==> config.mk <==
export PLATFORM = sky130hd
export DESIGN_NAME = spr_power_ctrl
export DESIGN_NICKNAME = d
export VERILOG_FILES = /design/src/common/spr_pkg.sv /design/src/rtl/spr_rst_stretch.sv /design/src/rtl/spr_power_ctrl.sv
export SDC_FILE = /design/constraint.sdc
export NUM_CORES = 1
export LEC_CHECK = 0
export BUFFER_PORTS_ARGS = -buffer_cell sky130_fd_sc_hd__buf_4
export CAP_MARGIN = 20
export CORE_ASPECT_RATIO = 0.6
export CORE_MARGIN = 4
export CORE_UTILIZATION = 56
export CTS_CLUSTER_SIZE = 30
export DETAILED_ROUTE_END_ITERATION = 10
export MAX_ROUTING_LAYER = met4
export PLACE_DENSITY = 0.91
export SYNTH_ARGS = -nofsm -noshare
export SYNTH_HDL_FRONTEND = slang
export SYNTH_SLANG_ARGS = --single-unit
==> constraint.sdc <==
create_clock -name clock -period 2.5 [get_ports clock]
set_clock_uncertainty 0.1 [all_clocks]
set_input_delay 0.375 -clock clock [delete_from_list [all_inputs] [get_ports clock]]
set_output_delay 0.375 -clock clock [all_outputs]
set_load 0.005 [all_outputs]
==> src/common/spr_pkg.sv <==
`default_nettype none
package spr_pkg;
	// ********************************
	// Register map and field layout
	// ********************************
	localparam int ADDR_W = 2;
	localparam logic [1:0] SLEEP_CTRL_ADDR = 2'h0;
	localparam logic [1:0] MCU_CTRL_ADDR = 2'h1;
	localparam logic [1:0] PWR_RED_ADDR = 2'h2;
	localparam int ALLOW_BIT = 0;
	localparam int SM_LSB = 1;
	localparam int UNLOCK_BIT = 5;
	localparam int BOFF_BIT = 6;
	localparam int JTAG_OFF_BIT = 7;
	localparam int LCD_BIT = 4;
	localparam int TIM1_BIT = 3;
	localparam int SPI_BIT = 2;
	localparam int USART_BIT = 1;
	localparam int ADC_BIT = 0;
	localparam logic [3:0] SLEEP_CTRL_RST = 4'h0;
	localparam logic [4:0] PWR_RED_RST = 5'h00;

	// ********************************
	// Sleep mode codes
	// ********************************
	localparam logic [2:0] MODE_IDLE = 3'h0;
	localparam logic [2:0] MODE_ADC_NR = 3'h1;
	localparam logic [2:0] MODE_PWR_DOWN = 3'h2;
	localparam logic [2:0] MODE_PWR_SAVE = 3'h3;
	localparam logic [2:0] MODE_STANDBY = 3'h6;

	// ********************************
	// Timing in clock cycles
	// ********************************
	localparam logic [2:0] UNLOCK_WINDOW_CYC = 3'h4;
	localparam logic [2:0] BOFF_ACTIVE_CYC = 3'h3;
	localparam logic [2:0] BOFF_HOLD_CYC = 3'h3;
	localparam logic [2:0] STANDBY_WAKE_CYC = 3'h6;
	localparam logic [2:0] OTHER_WAKE_CYC = 3'h2;

	typedef enum logic [1:0] {
		ST_RUN = 2'b00,
		ST_SLEEP = 2'b01,
		ST_WAKE = 2'b11
	} spr_state_e;

	function automatic logic mode_legal(input logic [2:0] m);
		return m inside {MODE_IDLE, MODE_ADC_NR, MODE_PWR_DOWN,
			MODE_PWR_SAVE, MODE_STANDBY};
	endfunction

	function automatic logic [19:0] stretch_cycles(input logic [1:0] stf,
		input logic [3:0] csf, input logic [19:0] base);
		logic [19:0] unit;
		unit = base * 20'({16'h0000, csf} + 20'h00001);
		return unit << stf;
	endfunction
endpackage
`default_nettype wire

==> src/rtl/spr_rst_stretch.sv <==
`default_nettype none
module spr_rst_stretch #(
	parameter logic [19:0] BASE_CYC = 20'h00040
) (
	input wire logic clock,
	input wire logic rst_n,
	input wire logic [1:0] startup_time_fuses,
	input wire logic [3:0] clock_select_fuses,
	output logic core_rst
);
	logic loaded_reg;
	logic [19:0] cnt_reg;
	logic [19:0] cnt_next;
	wire logic [19:0] load_val;

	// Fuses are sampled only after release, never under reset
	assign load_val = spr_pkg::stretch_cycles(startup_time_fuses,
		clock_select_fuses, BASE_CYC);
	assign cnt_next = loaded_reg ? cnt_reg - 20'h00001 : load_val;

	always_ff @(posedge clock or negedge rst_n) begin
		if (!rst_n) begin
			loaded_reg <= 1'b0;
			cnt_reg <= 20'h00000;
			core_rst <= 1'b1;
		end else if (core_rst) begin
			loaded_reg <= 1'b1;
			cnt_reg <= cnt_next;
			core_rst <= !(loaded_reg && cnt_reg == 20'h00000);
		end
	end
endmodule
`default_nettype wire

==> src/rtl/spr_power_ctrl.sv <==
// Overview of operation
// - Modes: idle 000, ADC noise 001, down 010, save 011, standby 110.
// - SLEEP enters the selected mode only while sleep_entry_allow is one.
// - Brown-out detector off during sleep if brownout_sleep_off set then.
// - Unlock: write both bits one, then off alone within four cycles.
// - Setting is effective after three cycles, self-clears three later.
// - Only a SLEEP while the setting is effective turns the detector off.
// - The unlock bit is the only way to allow setting brownout_sleep_off.
// - Power reduction bits 7:5 always read zero.
// - lcd_clock_gate shuts the LCD; software disables it first.
// - timer1_clock_gate stops the 16-bit timer; it resumes unchanged.
// - spi_clock_gate stops the SPI clock; software re-initialises after.
// - usart_clock_gate stops the USART clock; software re-inits after.
// - adc_clock_gate shuts the ADC; software disables the ADC first.
// - With the ADC gated the comparator cannot use the ADC input mux.
// - Modes stopping io and ADC clocks disable inputs, not wake inputs.
// - An enabled watchdog keeps running in every sleep mode.
// - With debug fuse, power-down and power-save keep the main clock.
// - jtag_disable_bit or unprogrammed jtag fuse disables JTAG.
// - Reset restores all registers; execution restarts at reset vector.
// - Ports return to initial state at once on reset, clock or not.
// - A fuse-selected delay counter stretches reset after sources end.
// - Standby wake-up resumes six clock cycles after the wake event.
// - A gated peripheral is frozen, inaccessible, restored when ungated.
//
// Added by the designer: strobed register access and the register addresses.
`default_nettype none
module spr_power_ctrl #(
	parameter logic [19:0] STRETCH_BASE_CYC = 20'h00040
) (
	input wire logic clock,
	input wire logic rst_n,
	input wire logic [spr_pkg::ADDR_W-1:0] addr,
	input wire logic [7:0] wdata,
	input wire logic wr,
	input wire logic rd,
	output logic [7:0] rdata,
	input wire logic sleep_instr,
	input wire logic wake_event,
	input wire logic bod_fuse_en,
	input wire logic wdt_enable,
	input wire logic debug_enable_fuse,
	input wire logic jtag_enable_fuse,
	input wire logic [1:0] startup_time_fuses,
	input wire logic [3:0] clock_select_fuses,
	output logic cpu_clk_en,
	output logic io_clk_en,
	output logic adc_domain_clk_en,
	output logic main_osc_en,
	output logic bod_enable,
	output logic input_buf_en,
	output logic wake_buf_en,
	output logic wdt_run,
	output logic jtag_en,
	output logic lcd_clk_en,
	output logic tim1_clk_en,
	output logic spi_clk_en,
	output logic usart_clk_en,
	output logic adc_clk_en,
	output logic comp_mux_en,
	output logic [4:0] periph_access_en,
	output logic io_port_init,
	output logic core_rst_out,
	output logic reset_vector_go
);

	// ********************************
	// Register state
	// ********************************
	logic [3:0] sleep_ctrl_reg;
	logic [4:0] pwr_red_reg;
	logic jtag_off_reg;
	logic boff_reg;
	logic [2:0] boff_age_reg;
	logic [2:0] unlock_cnt_reg;
	logic [2:0] mode_reg;
	logic bod_off_reg;
	logic [2:0] wake_cnt_reg;
	spr_pkg::spr_state_e state_reg;
	spr_pkg::spr_state_e state_next;
	logic core_rst;
	logic core_rst_q;

	spr_rst_stretch #(
		.BASE_CYC(STRETCH_BASE_CYC)
	) u_stretch (
		.clock(clock),
		.rst_n(rst_n),
		.startup_time_fuses(startup_time_fuses),
		.clock_select_fuses(clock_select_fuses),
		.core_rst(core_rst)
	);

	// ********************************
	// Decoding
	// ********************************
	wire logic wr_sleep = wr && addr == spr_pkg::SLEEP_CTRL_ADDR;
	wire logic wr_mcu = wr && addr == spr_pkg::MCU_CTRL_ADDR;
	wire logic wr_pwr = wr && addr == spr_pkg::PWR_RED_ADDR;
	wire logic unlock_open = unlock_cnt_reg != 3'h0;
	wire logic w_boff = wdata[spr_pkg::BOFF_BIT];
	wire logic w_unlock = wdata[spr_pkg::UNLOCK_BIT];
	wire logic unlock_start = wr_mcu && w_boff && w_unlock;
	// Setting is only accepted inside the open window
	wire logic boff_set = wr_mcu && w_boff && !w_unlock && unlock_open;
	wire logic boff_clr = wr_mcu && !w_boff;
	wire logic boff_active = boff_reg && boff_age_reg >= spr_pkg::BOFF_ACTIVE_CYC;
	wire logic boff_expire = boff_reg && boff_age_reg ==
		spr_pkg::BOFF_ACTIVE_CYC + spr_pkg::BOFF_HOLD_CYC - 3'h1;
	wire logic [2:0] sel_mode = sleep_ctrl_reg[3:1];
	wire logic sleep_en = sleep_ctrl_reg[spr_pkg::ALLOW_BIT];
	wire logic run = state_reg == spr_pkg::ST_RUN;
	// Reserved codes are treated like a cleared enable
	wire logic sleep_go = sleep_instr && run && sleep_en &&
		spr_pkg::mode_legal(sel_mode);
	wire logic in_sleep = state_reg == spr_pkg::ST_SLEEP;
	wire logic [2:0] wake_load = mode_reg == spr_pkg::MODE_STANDBY ?
		spr_pkg::STANDBY_WAKE_CYC - 3'h2 : spr_pkg::OTHER_WAKE_CYC - 3'h2;
	wire logic m_idle = mode_reg == spr_pkg::MODE_IDLE;
	wire logic m_adcnr = mode_reg == spr_pkg::MODE_ADC_NR;
	wire logic m_deep = mode_reg == spr_pkg::MODE_PWR_DOWN ||
		mode_reg == spr_pkg::MODE_PWR_SAVE;
	wire logic io_on_next = run || m_idle;
	wire logic adc_on_next = run || m_idle || m_adcnr;
	wire logic osc_on_next = run || state_reg == spr_pkg::ST_WAKE ||
		m_idle || m_adcnr || mode_reg == spr_pkg::MODE_STANDBY ||
		(m_deep && debug_enable_fuse);
	wire logic [4:0] gate_off = ~pwr_red_reg;
	wire logic [7:0] mcu_rd = {jtag_off_reg, boff_reg, unlock_open, 5'h00};
	wire logic [7:0] rd_sel =
		addr == spr_pkg::SLEEP_CTRL_ADDR ? {4'h0, sleep_ctrl_reg} :
		addr == spr_pkg::MCU_CTRL_ADDR ? mcu_rd :
		addr == spr_pkg::PWR_RED_ADDR ? {3'h0, pwr_red_reg} : 8'h00;

	// ********************************
	// Registers
	// ********************************
	always_ff @(posedge clock or negedge rst_n) begin
		if (!rst_n) begin
			sleep_ctrl_reg <= spr_pkg::SLEEP_CTRL_RST;
			pwr_red_reg <= spr_pkg::PWR_RED_RST;
			jtag_off_reg <= 1'b0;
		end else if (core_rst) begin
			sleep_ctrl_reg <= spr_pkg::SLEEP_CTRL_RST;
			pwr_red_reg <= spr_pkg::PWR_RED_RST;
			jtag_off_reg <= 1'b0;
		end else begin
			if (wr_sleep)
				sleep_ctrl_reg <= wdata[3:0];
			if (wr_pwr)
				pwr_red_reg <= wdata[4:0];
			if (wr_mcu)
				jtag_off_reg <= wdata[spr_pkg::JTAG_OFF_BIT];
		end
	end

	// Unlock window and timed brown-out setting
	always_ff @(posedge clock or negedge rst_n) begin
		if (!rst_n) begin
			unlock_cnt_reg <= 3'h0;
			boff_reg <= 1'b0;
			boff_age_reg <= 3'h0;
		end else if (core_rst) begin
			unlock_cnt_reg <= 3'h0;
			boff_reg <= 1'b0;
			boff_age_reg <= 3'h0;
		end else begin
			if (unlock_start)
				unlock_cnt_reg <= spr_pkg::UNLOCK_WINDOW_CYC;
			else if (unlock_open)
				unlock_cnt_reg <= unlock_cnt_reg - 3'h1;
			if (boff_set && !boff_reg) begin
				boff_reg <= 1'b1;
				boff_age_reg <= 3'h0;
			end else if (boff_expire || boff_clr) begin
				boff_reg <= 1'b0;
				boff_age_reg <= 3'h0;
			end else if (boff_reg) begin
				boff_age_reg <= boff_age_reg + 3'h1;
			end
		end
	end

	// ********************************
	// Sleep sequencing
	// ********************************
	always_comb begin
		state_next = state_reg;
		unique case (state_reg)
			spr_pkg::ST_RUN:
				if (sleep_go)
					state_next = spr_pkg::ST_SLEEP;
			spr_pkg::ST_SLEEP:
				if (wake_event)
					state_next = spr_pkg::ST_WAKE;
			spr_pkg::ST_WAKE:
				if (wake_cnt_reg == 3'h0)
					state_next = spr_pkg::ST_RUN;
			default:
				state_next = spr_pkg::ST_RUN;
		endcase
	end

	always_ff @(posedge clock or negedge rst_n) begin
		if (!rst_n) begin
			state_reg <= spr_pkg::ST_RUN;
			mode_reg <= spr_pkg::MODE_IDLE;
			bod_off_reg <= 1'b0;
			wake_cnt_reg <= 3'h0;
		end else if (core_rst) begin
			state_reg <= spr_pkg::ST_RUN;
			mode_reg <= spr_pkg::MODE_IDLE;
			bod_off_reg <= 1'b0;
			wake_cnt_reg <= 3'h0;
		end else begin
			state_reg <= state_next;
			if (sleep_go) begin
				mode_reg <= sel_mode;
				bod_off_reg <= boff_active;
			end else if (run) begin
				bod_off_reg <= 1'b0;
			end
			if (in_sleep && wake_event)
				wake_cnt_reg <= wake_load;
			else if (wake_cnt_reg != 3'h0)
				wake_cnt_reg <= wake_cnt_reg - 3'h1;
		end
	end

	// ********************************
	// Clock, gate and pin outputs
	// ********************************
	// Outputs are one cycle behind the state so that all leave flops
	always_ff @(posedge clock or negedge rst_n) begin
		if (!rst_n) begin
			cpu_clk_en <= 1'b0;
			io_clk_en <= 1'b0;
			adc_domain_clk_en <= 1'b0;
			main_osc_en <= 1'b1;
			bod_enable <= 1'b0;
			input_buf_en <= 1'b0;
			wake_buf_en <= 1'b0;
			wdt_run <= 1'b0;
			jtag_en <= 1'b0;
			rdata <= 8'h00;
		end else begin
			cpu_clk_en <= run && !core_rst;
			io_clk_en <= io_on_next;
			adc_domain_clk_en <= adc_on_next;
			main_osc_en <= osc_on_next;
			bod_enable <= bod_fuse_en && !(bod_off_reg && !run);
			input_buf_en <= io_on_next || adc_on_next;
			wake_buf_en <= 1'b1;
			wdt_run <= wdt_enable;
			jtag_en <= jtag_enable_fuse && !jtag_off_reg;
			rdata <= rd ? rd_sel : 8'h00;
		end
	end

	// Gated peripherals keep their state because only the clock stops
	always_ff @(posedge clock or negedge rst_n) begin
		if (!rst_n) begin
			lcd_clk_en <= 1'b0;
			tim1_clk_en <= 1'b0;
			spi_clk_en <= 1'b0;
			usart_clk_en <= 1'b0;
			adc_clk_en <= 1'b0;
			comp_mux_en <= 1'b0;
			periph_access_en <= 5'h00;
		end else begin
			lcd_clk_en <= gate_off[spr_pkg::LCD_BIT];
			tim1_clk_en <= gate_off[spr_pkg::TIM1_BIT] && io_on_next;
			spi_clk_en <= gate_off[spr_pkg::SPI_BIT] && io_on_next;
			usart_clk_en <= gate_off[spr_pkg::USART_BIT] && io_on_next;
			adc_clk_en <= gate_off[spr_pkg::ADC_BIT] && adc_on_next;
			comp_mux_en <= gate_off[spr_pkg::ADC_BIT];
			periph_access_en <= gate_off;
		end
	end

	// ********************************
	// Reset hold
	// ********************************
	// Ports go to initial state asynchronously, no clock needed
	always_ff @(posedge clock or negedge rst_n) begin
		if (!rst_n) begin
			io_port_init <= 1'b1;
			core_rst_out <= 1'b1;
			core_rst_q <= 1'b1;
			reset_vector_go <= 1'b0;
		end else begin
			io_port_init <= core_rst;
			core_rst_out <= core_rst;
			core_rst_q <= core_rst;
			reset_vector_go <= core_rst_q && !core_rst;
		end
	end
endmodule
`default_nettype wire

==> results of run 1 <==
[metal layers]
metal  vias up  part of all wire [%]  track usage (%)
li1       1422                     -                -
met1      1496                    42            31.40
met2       156                    47            35.54
met3        21                   9.0            8.017
met4         0                   2.1            8.037
met5         -                     0                -
[logic make-up (layout without fill, tap and decap cells)]
| logic type | after synthesis | after routing | share of synthesized area [%] |
|---|---|---|---|
| buffers and inverters | 43 | 103 | 4.977 |
| multiplexers | 24 | 24 | 6.437 |
| flip-flops | 76 | 76 | 50.53 |
| AND/OR/NAND/NOR | 133 | 133 | 18.95 |
| XOR/XNOR | 4 | 4 | 0.9292 |
| adder cells (fa/ha/maj) | 14 | 14 | 4.645 |
| AO/OA/AOI/OAI | 75 | 75 | 13.44 |
| other | 1 | 1 | 0.09944 |
[cell type report]
class,instances,area (µm²),share of cell area (%)
clock buffer,13,250.2,5.488
inverter,24,90.09,1.976
clock inverter,2,35.03,0.7684
multi-input combinational,251,1678,36.80
sequential,76,1906,41.79
tap,84,105.1,2.305
timing repair buffer,64,495.5,10.87
[path summary, 6_finish.rpt]
path	start	to	cells past startpoint
worst max-delay path	u_stretch.cnt_reg[0]	u_stretch.cnt_reg[18]	6
worst min-delay path	wdt_enable	wdt_run	1
worst max register to register	u_stretch.cnt_reg[0]	u_stretch.cnt_reg[18]	6
worst min register to register	pwr_red_reg[4]	lcd_clk_en	1
max in group asynchronous	rst_n	main_osc_en	3
min in group asynchronous	rst_n	jtag_en	3
[cells in the mapped netlist (all sizes together), types with 2 or more instances]
| cell | n |
|---|---|
| dfstp | 3 |
| nor3 | 7 |
| nor4 | 7 |
| nand2 | 22 |
| nand2b | 6 |
| inv | 24 |
| xnor2 | 2 |
| nand4 | 6 |
| o31ai | 6 |
| nor2b | 8 |
| nand4b | 2 |
| mux2i | 22 |
| or3 | 3 |
| and2 | 4 |
| clkbuf | 9 |
| nor2 | 40 |
| mux2 | 2 |
| a221o | 2 |
| and3 | 4 |
| xor2 | 2 |
| dfrtp | 73 |
| nand3 | 12 |
| o2111ai | 2 |
| o2bb2ai | 3 |
| nand3b | 2 |
| o21a | 2 |
| a211oi | 2 |
| or4 | 4 |
| a21o | 4 |
| a31oi | 5 |
| a21oi | 15 |
| buf | 10 |
| ha | 14 |
| nor3b | 2 |
| o21ai | 18 |
[metrics by stage]
| step | instances | total power [mW] | hold WS (ns) | area, µm² | worst slack [ns] |
|---|---|---|---|---|---|
| after floorplan | 370 | 2.293 | -0.02059 | 3771 | 0.6446 |
| final | 514 | 4.023 | 0.04625 | 4559 | 0.3732 |
| after CTS | 514 | 4.035 | 0.04195 | 4559 | 0.3943 |
| after detailed placement | 498 | 2.725 | 0.3200 | 4264 | 0.4652 |
| after global routing | 514 | 4.253 | 0.03522 | 4559 | 0.2018 |
| after global placement | 498 | 2.648 | 0.3147 | 4264 | 0.5743 |
[power by group]
part           internal, mW  switching, mW
registers              1.49          0.206
logic                 0.515          0.545
clock network         0.793          0.474
==> summary.md, run 1 <==
| Metric | Value |
|---|---|
| Largest cells by area after synthesis | `dfrtp_1 (48%), mux2i_1 (5.8%), ha_1 (4.6%)` |
| CP max-delay cell | `or4_1` |
| Synth Flop Type | `dfrtp_1` |
| WL/cell | `17.84 µm` |
| Critical-path cell list | `inv_1, ha_1, nor2b_1, nand3_1, or4_1, a21oi_1` |
| Lkg Pwr | `2.199 nW` |
| First-pass GRT wire length | `roughly 15000 µm` |
| Final Hold Viols | `0` |
| Crit share post-route | `around 85%` |
| DR DRC count | `0` |
| Antenna violations before repair | `0` |
| Row count | `22` |
| Total routed wirelength | `~9000 µm` |
| Synth top area share | `approximately half` |
| Status | `finished clean` |
| Max clock buf depth | `2` |
| Die ar. | `between 8000 and 9000 µm²` |
| Number of flops mapped to enable cells by yosys | `0` |
| CP delay by family, top | `simple AND/OR/NAND/NOR gates` |
| Slew HR | `between 50% and 60%` |
| # port buffers | `56` |
| CP arrival | `roughly 2.3 ns` |
| Mapped cell area | `approximately 3800 µm²` |
| I/O pin count | `between 50 and 60` |
| DR iter-0 viols | `340` |
| Htree depth | `3` |
| Clk root buf | `clkbuf_16` |
| Share of post-route cells with drive strength above 1 | `between 20% and 30%` |
| Die X | `around 110 µm` |
| CP Max Fanout | `5` |
| RSZ-0062 raised after global routing | `no` |
| Most frequent cells in the layout | `dfrtp_1 (73), buf_4 (62), nor2_1 (40)` |
| Die H | `between 70 and 80 µm` |
| Setup violators final | `0` |
| Fillers | `approximately 430` |
| # Max-Cap Violations | `0` |
| Final Max Slew Viols | `0` |
| Diodes inserted | `0` |
| GP Congestion | `roughly 0.91` |
| Setup TNS | `0 ns` |
| Vias | `~3100` |
| Post-synth top area cell | `dfrtp_1` |
| Synthesized flop and latch total | `between 70 and 80` |
| Mapped Cells | `370` |
| Clk pin slew, worst setup/hold paths | `approximately 0.06 ns` |
| Unique cell type count in the Yosys netlist | `between 60 and 70` |
| Warnings from Yosys | `0` |
| NumNets Final | `466` |
| Critical path type | `flip-flop to flip-flop` |
| Tightest Hold Check Type | `input port to flip-flop` |
| Core area | `around 6300 µm²` |
| Initial Util | `slightly below 60%` |
| GRT Total Usage | `24.05%` |
| Via density | `~6` |
| CP bufs+invs | `1` |
| Required @ worst endpoint | `approximately 2.7 ns` |
| Ys async rst share | `100.0%` |
| CTS tree | `yes` |
| Post-synthesis sequential area ratio | `50.53%` |
| Syn Area/Cell | `10.19 µm²` |
| Post-DP HPWL | `between 5000 and 6000 µm` |
| Commonest non-fill, non-tap cell in the layout | `dfrtp_1` |
| Worst Tran Pin Value | `between 0.6 and 0.7 ns` |
| Synthesized Nets | `410` |
| Grt ovf | `0` |
| CTS Sinks | `76` |
| Peak Freq | `470.2 MHz` |
| Initial DRT Pass Iterations | `5` |
| Post-DRT Antenna Nets | `0` |
| Clock insertion delay at the later pin of the skew report | `between 0.3 and 0.4 ns` |
| Setup bufs post-CTS | `0` |
| Worst VDD drop | `0.0005628 V` |
| Max incr delay on CP | `between 0.4 and 0.5 ns` |
| Post-CTS Hold Fix Bufs | `1` |
| Largest net degree at the start of global routing | `77` |
| Final Util | `72.02%` |
| PostCTS Resize Cnt | `0` |
| Worst R2R Setup Slack | `~0.37 ns` |
| Final min period | `about 2.1 ns` |
| CTS buffer count | `9` |
| Startpoint types | `flip-flop` |
| Vias in the first global route | `about 3000` |
| Max reg flops | `20` |
| Area grow syn2layout | `20.90%` |
| Pwr per Cell Area | `just under 900 nW/µm²` |
| Critical path endpoint category | `flip-flop` |
Note: power is estimated with default switching activity, not from simulation.
==> run 2: changes to the inputs <==
- BUFFER_PORTS_ARGS: -buffer_cell sky130_fd_sc_hd__buf_4 -> not set
- DONT_BUFFER_PORTS: not set -> 1
- PLACE_DENSITY: 0.91 -> 0.83
==> summary.md, run 2 (synthesis gave the netlist of run 1 again) <==
| Metric | Value |
|---|---|
| First-pass GRT wire length | `13210 µm (-11%)` |
| Hold WS | `0.05703 ns (+0.01078 ns)` |
| Post-DP HPWL | `5685 µm (-5.1%)` |
| Status | `finished clean` |
| Area grow syn2layout | `10.19%` |
| Post-DRT Antenna Nets | `0 (unchanged)` |
| Tightest Hold Check Type | `input port to flip-flop` |
| Htree depth | `3 (unchanged)` |
| Share of post-route cells with drive strength above 1 | `8.043% (-12 points)` |
| Worst VDD drop | `0.0007139 V (+27%)` |
| # port buffers | `0 (-100%)` |
| GRT Total Usage | `21.42% (-2.6 points)` |
| Setup bufs post-CTS | `0 (unchanged)` |
| Sequential standard cell area | `1906 µm² (unchanged)` |
| Total routed wirelength | `7975 µm (-13%)` |
| I/O pin count | `57 (unchanged)` |
| Lkg Pwr | `1.930 nW (-12%)` |
| CP Max Fanout | `17 (+12)` |
| Vias | `2779 (-10%)` |
| Initial DRT Pass Iterations | `5 (unchanged)` |
| Final Max Slew Viols | `0 (unchanged)` |
| Final min period | `2.012 ns (-0.1144 ns)` |
| Most frequent cells in the layout | `dfrtp_1 (73), nor2_1 (40), inv_1 (24)` |
| Required @ worst endpoint | `2.66 ns (about the same)` |
| CP arrival | `2.17 ns (-0.12 ns)` |
| Clk pwr share | `33.2% (+1.7 points)` |
| Critical-path cell list | `nor2b_1, nand3_1, or4_1, a21oi_1` |
| NumNets Final | `410 (-12%)` |
| WL/cell | `17.45 µm (-2.2%)` |
| Max reg flops | `20 (unchanged)` |
| RSZ-0062 raised after global routing | `no` |
| CTS Sinks | `76 (unchanged)` |
| Area of the multi-input gates | `1678 µm² (unchanged)` |
| Largest net degree at the start of global routing | `77 (unchanged)` |
| Sw Ratio | `29.42% (-1.0 points)` |
| Commonest non-fill, non-tap cell in the layout | `dfrtp_1` |
| Max incr delay on CP | `0.71 ns (+0.26 ns)` |
| Core area | `6331 µm² (unchanged)` |
| GP Congestion | `0.8515 (-6.7%)` |
| Initial Util | `59.57% (unchanged)` |
| CP max-delay cell | `dfstp_2` |
| Startpoint types | `flip-flop` |
| Reg power frac | `45.1% (+2.9 points)` |
| Die H | `71.57 µm (unchanged)` |
| Pwr per Cell Area | `913.7 nW/µm² (+3.5%)` |
| Clock insertion delay at the later pin of the skew report | `0.33 ns (about the same)` |
| Vias in the first global route | `2636 (-11%)` |
| # Max-Cap Violations | `0 (unchanged)` |
| Diodes inserted | `0 (unchanged)` |
| Final instance area | `4155 µm² (-8.9%)` |
| Die ar. | `8154 µm² (unchanged)` |
| Fillers | `459 (+6.5%)` |
| DR DRC count | `0 (unchanged)` |
| Die X | `113.9 µm (unchanged)` |
| Slew HR | `53.89% (-1.8 points)` |
| Post-CTS Hold Fix Bufs | `3 (+2)` |
| Comb pwr share | `21.7% (-4.6 points)` |
| Cell Area, Placed | `3816 µm² (-11%)` |
| Grt ovf | `0 (unchanged)` |
| CTS buffer count | `9 (unchanged)` |
| P_sw | `1.117 mW (-8.8%)` |
| Worst Tran Pin Value | `0.6917 ns (+0.02735 ns)` |
| Clk pin slew, worst setup/hold paths | `0.05 ns (about the same)` |
| PostCTS Resize Cnt | `0 (unchanged)` |
| Peak Freq | `496.9 MHz (+5.7%)` |
| Critical path endpoint category | `flip-flop` |
| Antenna violations before repair | `0 (unchanged)` |
| Crit share post-route | `80.50% (-4.6 points)` |
| Row count | `22 (unchanged)` |
| Setup TNS | `0 ns (unchanged)` |
| CTS tree | `yes` |
| Via density | `6.081 (+0.99%)` |
| Clk root buf | `clkbuf_16` |
| Final Hold Viols | `0 (unchanged)` |
| Critical path type | `flip-flop to flip-flop` |
| Setup violators final | `0 (unchanged)` |
| Max clock buf depth | `2 (unchanged)` |
| DR iter-0 viols | `291 (-14%)` |
| P_int | `2.680 mW (-4.2%)` |
## run 2: cell count changes in the layout (fill, tap and decap cells not counted)
cell and delta:
buf_4 -57, clkbuf_1 -2, buf_12 -1, buf_16 +1, clkbuf_8 +1, dlygate4sd3_1 +1
## run 2: worst paths after layout
kind / start / to / slack (ns) / depth (start not counted)
worst max register to register: u_stretch.core_rst / u_stretch.cnt_reg[19] / 0.49 / 4
min in group asynchronous: rst_n / u_stretch.cnt_reg[16] / 0.50 / 2
worst min register to register: pwr_red_reg[4] / lcd_clk_en / 0.35 / 1
max in group asynchronous: rst_n / main_osc_en / 1.46 / 2
worst max-delay path: u_stretch.core_rst / u_stretch.cnt_reg[19] / 0.49 / 4
worst min-delay path: addr[1] / rdata[4] / 0.06 / 2
## run 2: power by group through the flow
| stage | Combinational, mW | Sequential, mW | Clock [mW] |
|---|---|---|---|
| finish | 0.825 | 1.71 | 1.26 |
| global route | 0.944 | 1.74 | 1.35 |
| CTS | 0.828 | 1.71 | 1.29 |
| detailed placement | 0.789 | 1.72 | 0 |
| global placement | 0.725 | 1.71 | 0 |
| floorplan | 0.638 | 1.66 | 0 |
## run 2: cell type report
type	instances	area share, %
clock buffers	12	6.173
clock inverters	2	0.8431
inverters	24	2.168
multi-input cells	251	40.38
flip-flops and latches	76	45.86
well taps	84	2.529
repair buffers	8	2.048
## run 2: per-layer routing
layer | track usage, % | routed length (µm) | up-vias
li1 | - | - | 1318
met1 | 30.43 | 3694 | 1323
met4 | 4.743 | 79 | 0
met5 | - | 0 | -
met3 | 7.173 | 646 | 16
met2 | 29.96 | 3555 | 122
## run 2: stage by stage
| stage | setup WS (ns) | total power, mW | utilization, % | std cells |
|---|---|---|---|---|
| after detailed placement | 0.4937 | 2.512 | 60.28 | 440 |
| final | 0.4876 | 3.797 | 65.63 | 457 |
| after floorplan | 0.6446 | 2.293 | - | 370 |
| after global routing | 0.2976 | 4.035 | 65.63 | 457 |
| after CTS | 0.4872 | 3.823 | 65.63 | 457 |
| after global placement | 0.5604 | 2.435 | 60.28 | 440 |
## run 2: worst max-delay path, delay by kind of cell (launching register included)
| family | cells | cell delay [ns] |
|---|---|---|
| DFF | 1 | 0.71 |
| and+or+nand+nor | 3 | 0.98 |
| AOI/OAI and AO/OA | 1 | 0.15 |
